==> config.mk <==
export PLATFORM = sky130hd
export DESIGN_NAME = anc_autoneg_core
export DESIGN_NICKNAME = d
export VERILOG_FILES = /design/src/core/anc_pkg.sv /design/src/core/anc_autoneg_core.sv
export SDC_FILE = /design/constraint.sdc
export NUM_CORES = 1
export LEC_CHECK = 0
export ABC_AREA = 1
export BUFFER_PORTS_ARGS = -buffer_cell sky130_fd_sc_hd__buf_4
export CAP_MARGIN = 20
export CORE_ASPECT_RATIO = 0.9
export CORE_UTILIZATION = 40
export CTS_CLUSTER_SIZE = 28
export DETAILED_ROUTE_END_ITERATION = 8
export GPL_ROUTABILITY_DRIVEN = 0
export MAX_ROUTING_LAYER = met4
export PLACE_DENSITY_LB_ADDON = 0.1
export SYNTH_ARGS = -nofsm -noshare
export SYNTH_HDL_FRONTEND = slang
export SYNTH_SLANG_ARGS = --single-unit
==> constraint.sdc <==
create_clock -name ref_clk -period 3.5 [get_ports ref_clk]
set_input_delay 0.525 -clock ref_clk [delete_from_list [all_inputs] [get_ports ref_clk]]
set_output_delay 0.525 -clock ref_clk [all_outputs]
set_load 0.02 [all_outputs]
==> src/core/anc_pkg.sv <==
// Constants, register map and types of the auto-negotiation control block
`default_nettype none
package anc_pkg;

  localparam logic [4:0] ANC_ADDR_CTRL = 5'h00;
  localparam logic [4:0] ANC_ADDR_STAT = 5'h01;
  localparam logic [4:0] ANC_ADDR_ADV = 5'h04;
  localparam logic [4:0] ANC_ADDR_PART = 5'h05;
  localparam logic [4:0] ANC_ADDR_EXP = 5'h06;
  localparam logic [4:0] ANC_ADDR_NPTX = 5'h07;

  localparam int ANC_CTRL_EN_BIT = 12;
  localparam int ANC_CTRL_RESTART_BIT = 9;
  localparam int ANC_STAT_DONE_BIT = 5;
  localparam int ANC_STAT_ABLE_BIT = 3;
  localparam int ANC_STAT_LINK_BIT = 2;
  localparam int ANC_ADV_PAUSE_BIT = 10;
  localparam int ANC_ADV_ASYM_BIT = 11;
  localparam int ANC_ADV_NP_BIT = 15;
  localparam int ANC_AB_10H_BIT = 5;
  localparam int ANC_AB_10F_BIT = 6;
  localparam int ANC_AB_100H_BIT = 7;
  localparam int ANC_AB_100F_BIT = 8;
  localparam int ANC_EXP_ABLE_BIT = 0;
  localparam int ANC_EXP_PAGE_BIT = 1;
  localparam int ANC_EXP_NPABLE_BIT = 2;
  localparam int ANC_EXP_FAULT_BIT = 4;

  localparam logic [4:0] ANC_SELECTOR = 5'h01;
  localparam logic [15:0] ANC_ADV_RESET = 16'h0de1;
  localparam logic [15:0] ANC_NPTX_RESET = 16'h2001;

  localparam int ANC_CLK_HZ = 50000000;
  localparam int ANC_BREAK_MS = 1200;
  localparam int ANC_BREAK_CYCLES = ANC_BREAK_MS * (ANC_CLK_HZ / 1000);

  typedef enum logic [2:0] {
    MODE_NONE, MODE_10H, MODE_10F, MODE_100H, MODE_100F,
    MODE_1000H, MODE_1000F
  } anc_mode_t;

  typedef enum logic [2:0] {
    ST_DISABLED, ST_BREAK, ST_ABILITY, ST_NEXTPG, ST_COMPLETE
  } anc_fsm_t;

  typedef struct packed {
    logic gigFull;
    logic gigHalf;
    logic multiport;
  } anc_gig_t;

  typedef struct packed {
    anc_fsm_t fsm;
    logic strapOff;
    logic anEnable;
    logic ctrlRestart;
    logic [15:0] advert;
    logic [15:0] partner;
    logic [15:0] nextPage;
    logic npLoaded;
    logic expAble;
    logic expPage;
    logic parFault;
    logic parMode;
    logic complete;
    logic linkSeen;
    logic [31:0] timer;
    logic flpActive;
    logic dataEnable;
    logic [15:0] txPage;
    anc_mode_t mode;
    logic isMaster;
    logic pauseValid;
    logic [15:0] rdData;
    logic rdValid;
  } anc_state_t;

endpackage
`default_nettype wire

==> src/core/anc_autoneg_core.sv <==
// Auto-negotiation control, status and resolution core
`timescale 1ns/1ps
`default_nettype none
module anc_autoneg_core
  import anc_pkg::*;
#(
  parameter int BREAK_CYCLES = ANC_BREAK_CYCLES
) (
  input wire logic ref_clk,            // Core clock, 50 MHz
  input wire logic srst,               // Synchronous reset, active high
  input wire logic strapAnOff,         // Strap: negotiation disabled
  input wire logic [4:0] regAddr,      // Management register address
  input wire logic [15:0] regWrData,   // Management write data
  input wire logic regWrEn,            // Management write strobe
  input wire logic regRdEn,            // Management read strobe
  output logic [15:0] regRdData,       // Read data, one cycle later
  output logic regRdValid,             // Read data valid pulse
  input wire logic rxPageValid,        // Partner page received pulse
  input wire logic [15:0] rxPage,      // Partner page word
  input wire logic linkGood10,         // 10 Mb/s receiver link good
  input wire logic linkGood100,        // 100 Mb/s receiver link good
  input wire logic linkUp,             // Resolved link status
  input wire anc_gig_t localGig,       // Local gigabit abilities
  input wire anc_gig_t partnerGig,     // Partner gigabit abilities
  input wire logic seedWins,           // Tie-break for master choice
  output logic flpActive,              // Fast link pulse bursts on
  output logic dataEnable,             // Data transmission allowed
  output logic [15:0] txPage,          // Page word being sent
  output anc_mode_t mode,              // Negotiated operating mode
  output logic isMaster,               // Gigabit master selected
  output logic pauseValid              // Partner pause bits apply
);

  anc_state_t st_reg;
  anc_state_t st_next;

  // Highest common technology, gigabit first
  function automatic anc_mode_t resolveMode(input logic [15:0] loc,
                                            input logic [15:0] par,
                                            input anc_gig_t lg,
                                            input anc_gig_t pg);
    logic [15:0] c;
    c = loc & par;
    if (lg.gigFull && pg.gigFull) begin
      resolveMode = MODE_1000F;
    end else if (lg.gigHalf && pg.gigHalf) begin
      resolveMode = MODE_1000H;
    end else if (c[ANC_AB_100F_BIT]) begin
      resolveMode = MODE_100F;
    end else if (c[ANC_AB_100H_BIT]) begin
      resolveMode = MODE_100H;
    end else if (c[ANC_AB_10F_BIT]) begin
      resolveMode = MODE_10F;
    end else if (c[ANC_AB_10H_BIT]) begin
      resolveMode = MODE_10H;
    end else begin
      resolveMode = MODE_NONE;
    end
  endfunction

  function automatic logic isGig(input anc_mode_t m);
    isGig = (m == MODE_1000F) || (m == MODE_1000H);
  endfunction

  function automatic logic isFull(input anc_mode_t m);
    isFull = (m == MODE_1000F) || (m == MODE_100F) || (m == MODE_10F);
  endfunction

  // Multiport side wins; equal kinds fall back to the seed
  function automatic logic pickMaster(input anc_mode_t m,
                                      input anc_gig_t lg,
                                      input anc_gig_t pg,
                                      input logic seed);
    pickMaster = isGig(m) && ((lg.multiport && !pg.multiport) ||
                              ((lg.multiport == pg.multiport) && seed));
  endfunction

  always_comb begin
    logic faultSet;
    anc_mode_t m;
    st_next = st_reg;
    faultSet = 1'b0;
    m = MODE_NONE;
    st_next.rdValid = 1'b0;
    st_next.linkSeen = linkUp;
    if (!st_reg.anEnable) begin
      st_next.fsm = ST_DISABLED;
      st_next.flpActive = 1'b0;
      st_next.dataEnable = 1'b1;
      st_next.complete = 1'b0;
      st_next.ctrlRestart = 1'b0;
    end else if (st_reg.ctrlRestart) begin
      st_next.fsm = ST_BREAK;
      st_next.timer = 32'h0;
      st_next.flpActive = 1'b0;
      st_next.dataEnable = 1'b0;
      st_next.ctrlRestart = 1'b0;
      st_next.complete = 1'b0;
      st_next.pauseValid = 1'b0;
      st_next.isMaster = 1'b0;
      st_next.mode = MODE_NONE;
    end else begin
      case (st_reg.fsm)
        ST_DISABLED: begin
          st_next.fsm = ST_BREAK;
          st_next.timer = 32'h0;
          st_next.dataEnable = 1'b0;
        end
        ST_BREAK: begin
          st_next.timer = st_reg.timer + 32'h1;
          if (st_reg.timer >= 32'(BREAK_CYCLES - 1)) begin
            st_next.fsm = ST_ABILITY;
            st_next.flpActive = 1'b1;
          end
        end
        ST_ABILITY: begin
          // pause bits go out in the base page
          st_next.txPage = st_reg.advert;
          if (rxPageValid) begin
            st_next.partner = rxPage;
            st_next.expAble = 1'b1;
            st_next.expPage = 1'b1;
            st_next.parMode = 1'b0;
            if (st_reg.advert[ANC_ADV_NP_BIT] && rxPage[ANC_ADV_NP_BIT]) begin
              st_next.fsm = ST_NEXTPG;
              st_next.txPage = st_reg.nextPage;
            end else begin
              m = resolveMode(st_reg.advert, rxPage, localGig, partnerGig);
              st_next.mode = m;
              st_next.isMaster = pickMaster(m, localGig, partnerGig, seedWins);
              st_next.pauseValid = isFull(m);
              st_next.fsm = ST_COMPLETE;
            end
          end else if (linkGood10 && linkGood100) begin
            faultSet = 1'b1;
          end else if (linkGood10 || linkGood100) begin
            st_next.partner = 16'h0;
            st_next.partner[4:0] = ANC_SELECTOR;
            st_next.partner[ANC_AB_100H_BIT] = linkGood100;
            st_next.partner[ANC_AB_10H_BIT] = linkGood10;
            st_next.expAble = 1'b0;
            st_next.parMode = 1'b1;
            st_next.mode = linkGood100 ? MODE_100H : MODE_10H;
            st_next.isMaster = 1'b0;
            st_next.pauseValid = 1'b0;
            st_next.fsm = ST_COMPLETE;
          end
        end
        ST_NEXTPG: begin
          st_next.txPage = st_reg.nextPage;
          if (rxPageValid && st_reg.npLoaded) begin
            st_next.npLoaded = 1'b0;
            st_next.expPage = 1'b1;
            if (!st_reg.nextPage[ANC_ADV_NP_BIT] &&
                !rxPage[ANC_ADV_NP_BIT]) begin
              m = resolveMode(st_reg.advert, st_reg.partner, localGig,
                              partnerGig);
              st_next.mode = m;
              st_next.isMaster = pickMaster(m, localGig, partnerGig, seedWins);
              st_next.pauseValid = isFull(m);
              st_next.fsm = ST_COMPLETE;
            end
          end
        end
        ST_COMPLETE: begin
          st_next.flpActive = 1'b0;
          st_next.dataEnable = 1'b1;
          st_next.complete = 1'b1;
          if (!linkUp && st_reg.complete) begin
            st_next.fsm = ST_ABILITY;
            st_next.flpActive = 1'b1;
            st_next.dataEnable = 1'b0;
            st_next.complete = 1'b0;
            st_next.pauseValid = 1'b0;
            st_next.isMaster = 1'b0;
            st_next.mode = MODE_NONE;
            faultSet = st_reg.parMode;
          end
        end
        default: begin
          st_next.fsm = ST_DISABLED;
        end
      endcase
    end
    if (faultSet) begin
      st_next.parFault = 1'b1;
    end
    if (regRdEn) begin
      st_next.rdValid = 1'b1;
      case (regAddr)
        ANC_ADDR_CTRL: begin
          st_next.rdData = 16'h0;
          st_next.rdData[ANC_CTRL_EN_BIT] = st_reg.anEnable;
          st_next.rdData[ANC_CTRL_RESTART_BIT] = st_reg.ctrlRestart;
        end
        ANC_ADDR_STAT: begin
          st_next.rdData = 16'h0;
          st_next.rdData[ANC_STAT_DONE_BIT] = st_reg.complete;
          st_next.rdData[ANC_STAT_ABLE_BIT] = !st_reg.strapOff;
          st_next.rdData[ANC_STAT_LINK_BIT] = st_reg.linkSeen;
        end
        ANC_ADDR_ADV: st_next.rdData = st_reg.advert;
        ANC_ADDR_PART: st_next.rdData = st_reg.partner;
        ANC_ADDR_EXP: begin
          st_next.rdData = 16'h0;
          st_next.rdData[ANC_EXP_ABLE_BIT] = st_reg.expAble;
          st_next.rdData[ANC_EXP_PAGE_BIT] = st_reg.expPage;
          st_next.rdData[ANC_EXP_NPABLE_BIT] = 1'b1;
          st_next.rdData[ANC_EXP_FAULT_BIT] = st_reg.parFault;
          // Clear on read; a new event in this cycle wins
          st_next.parFault = faultSet;
          st_next.expPage = rxPageValid && (st_reg.fsm == ST_ABILITY ||
                                            st_reg.fsm == ST_NEXTPG);
        end
        ANC_ADDR_NPTX: st_next.rdData = st_reg.nextPage;
        default: st_next.rdData = 16'h0;
      endcase
    end
    if (regWrEn) begin
      case (regAddr)
        ANC_ADDR_CTRL: begin
          st_next.anEnable = regWrData[ANC_CTRL_EN_BIT] && !st_reg.strapOff;
          st_next.ctrlRestart = st_next.anEnable &&
            (regWrData[ANC_CTRL_RESTART_BIT] || !st_reg.anEnable);
        end
        ANC_ADDR_ADV: st_next.advert = regWrData;
        ANC_ADDR_NPTX: begin
          st_next.nextPage = regWrData;
          st_next.npLoaded = 1'b1;
        end
        default: begin
        end
      endcase
    end
  end

  always_ff @(posedge ref_clk) begin
    if (srst) begin
      st_reg <= '0;
      st_reg.fsm <= ST_DISABLED;
      st_reg.mode <= MODE_NONE;
      st_reg.advert <= ANC_ADV_RESET;
      st_reg.nextPage <= ANC_NPTX_RESET;
      st_reg.dataEnable <= 1'b1;
      st_reg.strapOff <= strapAnOff;
      st_reg.anEnable <= !strapAnOff;
    end else begin
      st_reg <= st_next;
    end
  end

  assign regRdData = st_reg.rdData;
  assign regRdValid = st_reg.rdValid;
  assign flpActive = st_reg.flpActive;
  assign dataEnable = st_reg.dataEnable;
  assign txPage = st_reg.txPage;
  assign mode = st_reg.mode;
  assign isMaster = st_reg.isMaster;
  assign pauseValid = st_reg.pauseValid;

  a_restart_accept: assert property (@(posedge ref_clk)
    disable iff (srst)
    st_reg.ctrlRestart && st_reg.anEnable |=> st_reg.fsm == ST_BREAK &&
    !st_reg.ctrlRestart) else $error("restart not accepted");
  a_break_silent: assert property (@(posedge ref_clk) disable iff (srst)
    st_reg.fsm == ST_BREAK |-> !flpActive && !dataEnable && !st_reg.complete)
    else $error("activity during break link");
  a_break_bound: assert property (@(posedge ref_clk) disable iff (srst)
    st_reg.fsm == ST_BREAK && st_reg.timer >= 32'(BREAK_CYCLES - 1) &&
    st_reg.anEnable && !st_reg.ctrlRestart |=> st_reg.fsm == ST_ABILITY &&
    flpActive) else $error("bursts not resumed after break");
  a_strap_lock: assert property (@(posedge ref_clk) disable iff (srst)
    st_reg.strapOff |-> !st_reg.anEnable) else $error("strap enable leak");
  a_parallel_regs: assert property (@(posedge ref_clk)
    disable iff (srst)
    st_reg.fsm == ST_ABILITY && st_reg.anEnable && !st_reg.ctrlRestart &&
    !rxPageValid && (linkGood10 ^ linkGood100) |=>
    st_reg.partner[4:0] == ANC_SELECTOR && !st_reg.expAble &&
    st_reg.fsm == ST_COMPLETE ##1 st_reg.complete)
    else $error("parallel detect registers wrong");
  a_link_loss: assert property (@(posedge ref_clk) disable iff (srst)
    st_reg.fsm == ST_COMPLETE && st_reg.complete && !linkUp &&
    st_reg.anEnable && !st_reg.ctrlRestart |=> st_reg.fsm == ST_ABILITY &&
    !st_reg.complete) else $error("no resume after link loss");
  a_pause_gate: assert property (@(posedge ref_clk) disable iff (srst)
    pauseValid |-> isFull(mode)) else $error("pause without full duplex");
  a_gig_master: assert property (@(posedge ref_clk) disable iff (srst)
    isMaster |-> isGig(mode)) else $error("master outside gigabit");
  a_advert_pause: assert property (@(posedge ref_clk) disable iff (srst)
    st_reg.fsm == ST_ABILITY && $past(st_reg.fsm) == ST_ABILITY |->
    txPage[ANC_ADV_ASYM_BIT:ANC_ADV_PAUSE_BIT] ==
    $past(st_reg.advert[ANC_ADV_ASYM_BIT:ANC_ADV_PAUSE_BIT]))
    else $error("pause advertisement mismatch");

endmodule
`default_nettype wire

==> impl_metrics.toml, run 1 <==
[yosys]
ys_ff_latch = 133
synth_area_leader_cell = "dfxtp_1"
syn_nets = 1046
synth.distinct_cells = 43
syn_inst = 991
synth_top_cell_area_share_pct = 39.0
synth.avg_cell_area_um2 = 6.79
ys_seq_area_share_pct = 39.8
ys.flop_type = "dfxtp_1"
ys_warn_count = 0
synthArstFlopShare_pct = 0
syn_area_mm2 = 0.00673
ys_top_cells_by_area = "dfxtp_1 39%, nand2_1 13%, a21oi_1 7.7%, o21ai_0 7.1%, inv_1 6.1%"
synth-edff-count = 2

[routing]
ant_nets = 0
wl_mm = 19.8
drc_errors = 14
first_pass_iters = 7
drt_iter0_markers = 538
avgRoutedWirePerCell_um = 15.7
via_per_inst = 5.17
vias = 6518

[setup_path]
endpoint_kind = "flop"
cp.arrival_ps = 2810
cp.required_ps = 3810
r2r.worst_path.cells = 11
slowest_delay_ps = 480
path_max_fanout = 18
slowest_stage = "edfxtp_1"
crit_top_cell = "inv_2"
cp-start-kind = "flop"
worstSetupPathType = "flop to flop"
crit_chain = "inv_2 > nor2_4 > inv_2 > nor2_8 > inv_4 > nor3_4 > inv_2 > nor2_8 > inv_1 > o21ai_0 > a21oi_1"

[final_layout]
postLayoutCoreUtil_pct = 48.6
final_area_mm2 = 0.00791
largest_reg_flops = 92
fin_nets = 1095
syn2layout_area_growth_pct = 17.5
diodes = 0
drive_above_1_share_pct = 14.6

[status]
outcome = "complete, but fails checks"
failed_checks = "design-rule violations"

[clock_network]
path_clk_slew_ps = 60
max-clock-path-buffers = 2
clock_latency_ps = 430
htree_levels = 4
clock-sinks = 133
cts_tree = "built"
clock-root-buffer = "clkbuf_16"
cts_hold_buf = 0
ctsResizeCount = 0
post_cts_buffers = 0
tritoncts.num_buffers = 17

[placed_design]
detailed_place_hpwl_mm = 14.3
place_area_mm2 = 0.00732
port_buffers = 92
place_worst_setup_slack_ps = 1010

[global_routing]
grt_antenna_before_repair = 0
grt_pass1_vias = 5808
grt.overflow.total = 0
grt_max_degree = 57
grt_pass1_wl_mm = 31.5
grt_usage_pct = 24.0

[power]
p_leak_nw = 3.40
swShare_pct = 26.1
finalPower_mw = 3.66
clock_power_share_pct = 49.9
power_switching_mw = 0.954
pwr-share-seq_pct = 42.5
p_comb_share_pct = 7.5
internal_power_mw = 2.71
power_density_mw_per_mm2 = 463
vdd_ir_drop_max_mv = 0.327

[sta]
final.min_clock_period_ps = 2510
setup_viol = 0
fin_crit_sh_pct = 71.6
drv_slew = 0
fmax_mhz = 399
fin_ws_ps = 995
worst-slew-pin-transition_ps = 964
slew_headroom_pct = 35.6
final_hold_viol_count = 0
finClkSkew_ps = 9.44
rsz0062_at_grt = "no"
final.setup.tns_ps = 0

[floorplanning]
dieArea_mm2 = 0.0174
die_x_um = 139
die_h_um = 125
num_rows = 44
ios = 93
core_area_mm2 = 0.0163
initial_utilization_pct = 41.3

[job]
drv_cap = 0

[min_path]
worstHoldPathType = "input port to flop"
whs_path_depth = 1
## worst paths after layout
check                            startpoint                   endpoint  slack [ps]
setup / recovery      st_reg[128]$_DFFE_PP_    st_reg[95]$_SDFFE_PP0P_         990
hold / removal                   strapAnOff     st_next[129]$_DFFE_PP_         300
setup reg to reg      st_reg[128]$_DFFE_PP_    st_reg[95]$_SDFFE_PP0P_         990
hold reg to reg   regRdData[2]$_SDFFE_PP0P_  regRdData[2]$_SDFFE_PP0P_         460
## power by group through the flow
stage	Sequential [mW]	Clock [mW]	Combinational [mW]
after global routing	1.56	1.92	0.307
final	1.56	1.83	0.276
after CTS	1.56	1.85	0.277
after floorplan	1.59	0	0.168
after detailed placement	1.59	0	0.275
after global placement	1.59	0	0.275
## cell usage in the layout, fill, tap and decap left out, drive strengths merged, types with 4 or more instances in the layout
| cell type | netlist | routed |
|---|---|---|
| a21oi | 106 | 106 |
| buf | 49 | 99 |
| clkbuf | 20 | 17 |
| clkinv | 1 | 4 |
| dfxtp | 131 | 131 |
| inv | 117 | 124 |
| nand2 | 237 | 237 |
| nand3 | 46 | 46 |
| nand4 | 20 | 20 |
| nor2 | 96 | 96 |
| nor3 | 16 | 16 |
| o211ai | 24 | 24 |
| o21ai | 96 | 96 |
## synthesized netlist by cell type, types with 3 or more instances
cell type	count
clkbuf_1	20
buf_2	9
a21oi_1	103
o211ai_1	24
o21ai_0	95
inv_1	109
nor4_1	3
nand4_1	20
nor2_1	90
o22ai_1	3
nand3b_1	3
dfxtp_1	131
nand2_1	235
buf_4	36
a21oi_2	3
inv_2	7
nor3_1	15
or2_2	3
a211oi_1	3
buf_1	3
nand3_1	46
## layer usage
metal  routed length (um)  track usage, %
met2                 8360            33.4
met4                  319            8.24
met5                    0               -
met1                 9810            34.2
met3                 1270            4.71
## critical path: cells and delay by family (launching register included)
family                 cells  cell delay (ps)
and+or+nand+nor            4              910
AOI/OAI and AO/OA          2              250
buffers and inverters      5              740
DFF                        1              480
## cell type report
cell class | count | area, um^2
inverter | 118 | 445
multi-input combinational | 671 | 3190
fill | 1712 | 8380
clock buffer | 17 | 425
timing repair buffer | 99 | 743
clock inverter | 15 | 169
sequential | 133 | 2680
tap | 207 | 259
## metrics by stage
step | hold slack [ps] | cells
final | 301 | 1260
after global routing | 292 | 1260
after CTS | 294 | 1260
after detailed placement | 456 | 1228
after global placement | 455 | 1228
after floorplan | 430 | 991
## logic make-up after synthesis
logic type,count (synthesis),share of synthesized area (%)
and+or+nand+nor,424,26.9
AOI/OAI and AO/OA,245,20.0
buffers and inverters,187,12.8
DFF,133,39.8
adders and majority gates,2,0.372
No activity file was read; power rests on OpenSTA's default activity.
==> inputs of run 2 (changes only) <==
--- a/config.mk
+++ b/config.mk
@@ -5,7 +5,7 @@
 export SDC_FILE = /design/constraint.sdc
 export NUM_CORES = 1
 export LEC_CHECK = 0
-export ABC_AREA = 1
+export ABC_AREA = 0
 export BUFFER_PORTS_ARGS = -buffer_cell sky130_fd_sc_hd__buf_4
 export CAP_MARGIN = 20
 export CORE_ASPECT_RATIO = 0.9
==> constraint.sdc (replaced) <==
create_clock -name ref_clk -period 2.1 [get_ports ref_clk]
set_input_delay 0.315 -clock ref_clk [delete_from_list [all_inputs] [get_ports ref_clk]]
set_output_delay 0.315 -clock ref_clk [all_outputs]
set_load 0.02 [all_outputs]
==> run 2 against run 1 <==
Net effect:
- the run now ends clean
- clock power increased by 72%
- global-route usage increased by 0.55 points
- critical endpoint is now pauseValid$_SDFFE_PP0P_
- wire length decreased by 3.1%
- sequential cell count unchanged
- final cell count decreased by 13%
- worst setup slack got worse by 870 ps
==> impl_metrics.toml, run 2 <==
[clock_network]
htree_levels = 4
cts_hold_buf = 0
cts_tree = "built"
post_cts_buffers = 0
max-clock-path-buffers = 2
path_clk_slew_ps = 60
tritoncts.num_buffers = 17
clock-root-buffer = "clkbuf_16"
clock_latency_ps = 420
clock-sinks = 133

[yosys]
synth.distinct_cells = 62
ys_seq_area_share_pct = 41.1
synth-edff-count = 2
synth_common_cells = "143 x nand2_1, 131 x dfxtp_1, 74 x nor2_1, 65 x nand3_1, 64 x a21oi_1"
synth.avg_cell_area_um2 = 7.99
synth_area_leader_cell = "dfxtp_1"
syn_inst = 816
ys_warn_count = 0
ys_top_cells_by_area = "dfxtp_1 40%, nand2_1 8.2%, nand3_1 5.0%, a21oi_1 4.9%, nor2_1 4.3%"
ys.flop_type = "dfxtp_1"
syn_area_mm2 = 0.00652
ys_ff_latch = 133
syn_nets = 871
synthArstFlopShare_pct = 0
synth_top_cell_area_share_pct = 40.2
yosysMostFrequentCell = "nand2_1"

[setup_path]
timing.critical_path.from = "st_reg[131]$_SDFFE_PP0P_"
slowest_stage = "or3b_2"
cp-start-kind = "flop"
regToRegSetupSlack_ps = 120
critPathTopFamily = "simple AND/OR/NAND/NOR gates"
crit_path_end = "pauseValid$_SDFFE_PP0P_"
r2r.worst_path.cells = 5
path_max_fanout = 13
cp.depth = 5
timing.rr.start = "st_reg[131]$_SDFFE_PP0P_"
cp.required_ps = 2460
endpoint_kind = "flop"
slowest_delay_ps = 550
r2r-end = "pauseValid$_SDFFE_PP0P_"
crit_chain = "or3b_2 > nor2_2 > a21oi_1 > a221oi_4 > a22o_1"
cp.arrival_ps = 2340
path_buf_inv = 0
worstSetupPathType = "flop to flop"

[global_routing]
use_met2_pct = 33.9
grt_pass1_wl_mm = 30.4
grt_pass1_vias = 5706
met1_usage_pct = 35.3
grt_antenna_before_repair = 0
grt_max_degree = 56
grt_usage_pct = 24.5
use_met3_pct = 5.74
grt.overflow.total = 0
grt_busiest_layer = "met1"

[floorplanning]
dieArea_mm2 = 0.0168
die_h_um = 123
ios = 93
num_rows = 43
core_area_mm2 = 0.0157
initial_utilization_pct = 41.7
die_x_um = 137

[power]
power_density_mw_per_mm2 = 765
finalPower_mw = 6.12
vdd_ir_drop_max_mv = 0.569
p_leak_nw = 3.06

[min_path]
worstHoldPathType = "input port to flop"
whs_path_depth = 1
hold_start = "strapAnOff"

[sta]
drv_slew = 0
final.setup.tns_ps = 0
fin_crit_sh_pct = 94.2
fin_ws_ps = 122
rsz0062_at_grt = "no"
final_hold_viol_count = 0
worst-slew-pin-transition_ps = 755
final.min_clock_period_ps = 1980
fmax_mhz = 505
slew_headroom_pct = 49.7
finClkSkew_ps = 8.00
setup_viol = 0

[routing]
drc_errors = 0
vias = 6200
avgRoutedWirePerCell_um = 17.5
first_pass_iters = 5
ant_nets = 0
via_per_inst = 5.66
wl_mm = 19.1
drt_iter0_markers = 676

[final_layout]
seqCellArea_mm2 = 0.00269
diodes = 0
fillCellCount = 1488
multiInputGateArea_mm2 = 0.00337
final_common_cell = "nand2_1"
final_cell_mix = "143 x nand2_1, 134 x buf_4, 129 x dfxtp_1, 73 x nor2_1, 65 x nand3_1"
postLayoutCoreUtil_pct = 51.1
largest_reg_flops = 92
drive_above_1_share_pct = 21.5
syn2layout_area_growth_pct = 22.7
fin_nets = 936

[status]
outcome = "finished clean"

[job]
drv_cap = 0

[placed_design]
port_buffers = 92
detailed_place_hpwl_mm = 13.7
place_worst_setup_slack_ps = 9.40
[run 2: changes by cell type after synthesis, moves of 10 or more]
cell / change
inv_1: -101
clkbuf_1: +26
nand2_1: -92
a22oi_1: +13
a311oi_1: +16
nand3_1: +19
o211ai_1: -20
mux2i_1: +11
a21oi_1: -39
o21ai_0: -69
nor2_1: -16
xnor2_1: +10
[run 2: per-layer routing]
| layer | wire length, um | vias up | part of all wire, % |
|---|---|---|---|
| met1 | 9470 | 2933 | 49 |
| met4 | 167 | 0 | 0.87 |
| li1 | - | 3003 | - |
| met2 | 8100 | 247 | 42 |
| met3 | 1400 | 17 | 7.3 |
| met5 | 0 | - | 0 |
[run 2: where the power goes]
group          internal [mW]  leakage (nW)  total, mW  switching, mW
Combinational          0.175          1.68      0.413          0.238
Sequential              2.55          1.08       2.58         0.0221
Clock                   1.98         0.298       3.14           1.15
Total                   4.71          3.06       6.12           1.41
[run 2: cells by family after synthesis]
family | share of synthesized area (%)
muxes | 3.41
buffers and inverters | 7.85
adders and majority gates | 0.384
DFF | 41.1
AOI/OAI and AO/OA | 17.5
xor gates and xnor gates | 2.42
and+or+nand+nor | 27.3
[run 2: worst register-to-register path, stage by stage (launching register included)]
cell and delay (ps):
dfxtp_1 440, or3b_2 550, nor2_2 200, a21oi_1 120, a221oi_4 400, a22o_1 210
[run 2: cell type report]
type | count | area share, %
clock inverters | 13 | 2.24
clock buffers | 19 | 5.41
multi-input cells | 584 | 42.2
well taps | 202 | 3.16
repair buffers | 136 | 13.1
flip-flops and latches | 133 | 33.6
inverters | 9 | 0.422
[run 2: metrics by stage]
step / area (um^2) / hold slack, ps / std cells
CTS: 7970 / 86.1 / 1096
global placement: 7360 / 452 / 1064
finish: 8000 / 99.1 / 1096
detailed placement: 7360 / 457 / 1064
floorplan: 6520 / 414 / 816
global route: 8000 / 82.2 / 1096
[run 2: worst min-delay path by stage]
stage	end
after floorplan	st_next[129]$_DFFE_PP_
after global placement	st_reg[110]$_SDFFE_PP0P_
after detailed placement	st_reg[110]$_SDFFE_PP0P_
after CTS	st_next[129]$_DFFE_PP_
after global routing	st_next[129]$_DFFE_PP_
final	st_next[129]$_DFFE_PP_
[run 2: timing repair]
| item | in CTS | in global routing |
|---|---|---|
| endpoints found under the hold margin | 0 | 0 |
| pin swaps | 0 | 1 |
| gates resized for setup | 1 | 8 |
| endpoints found under the setup margin | 1 | 11 |
| gates cloned | 0 | 0 |
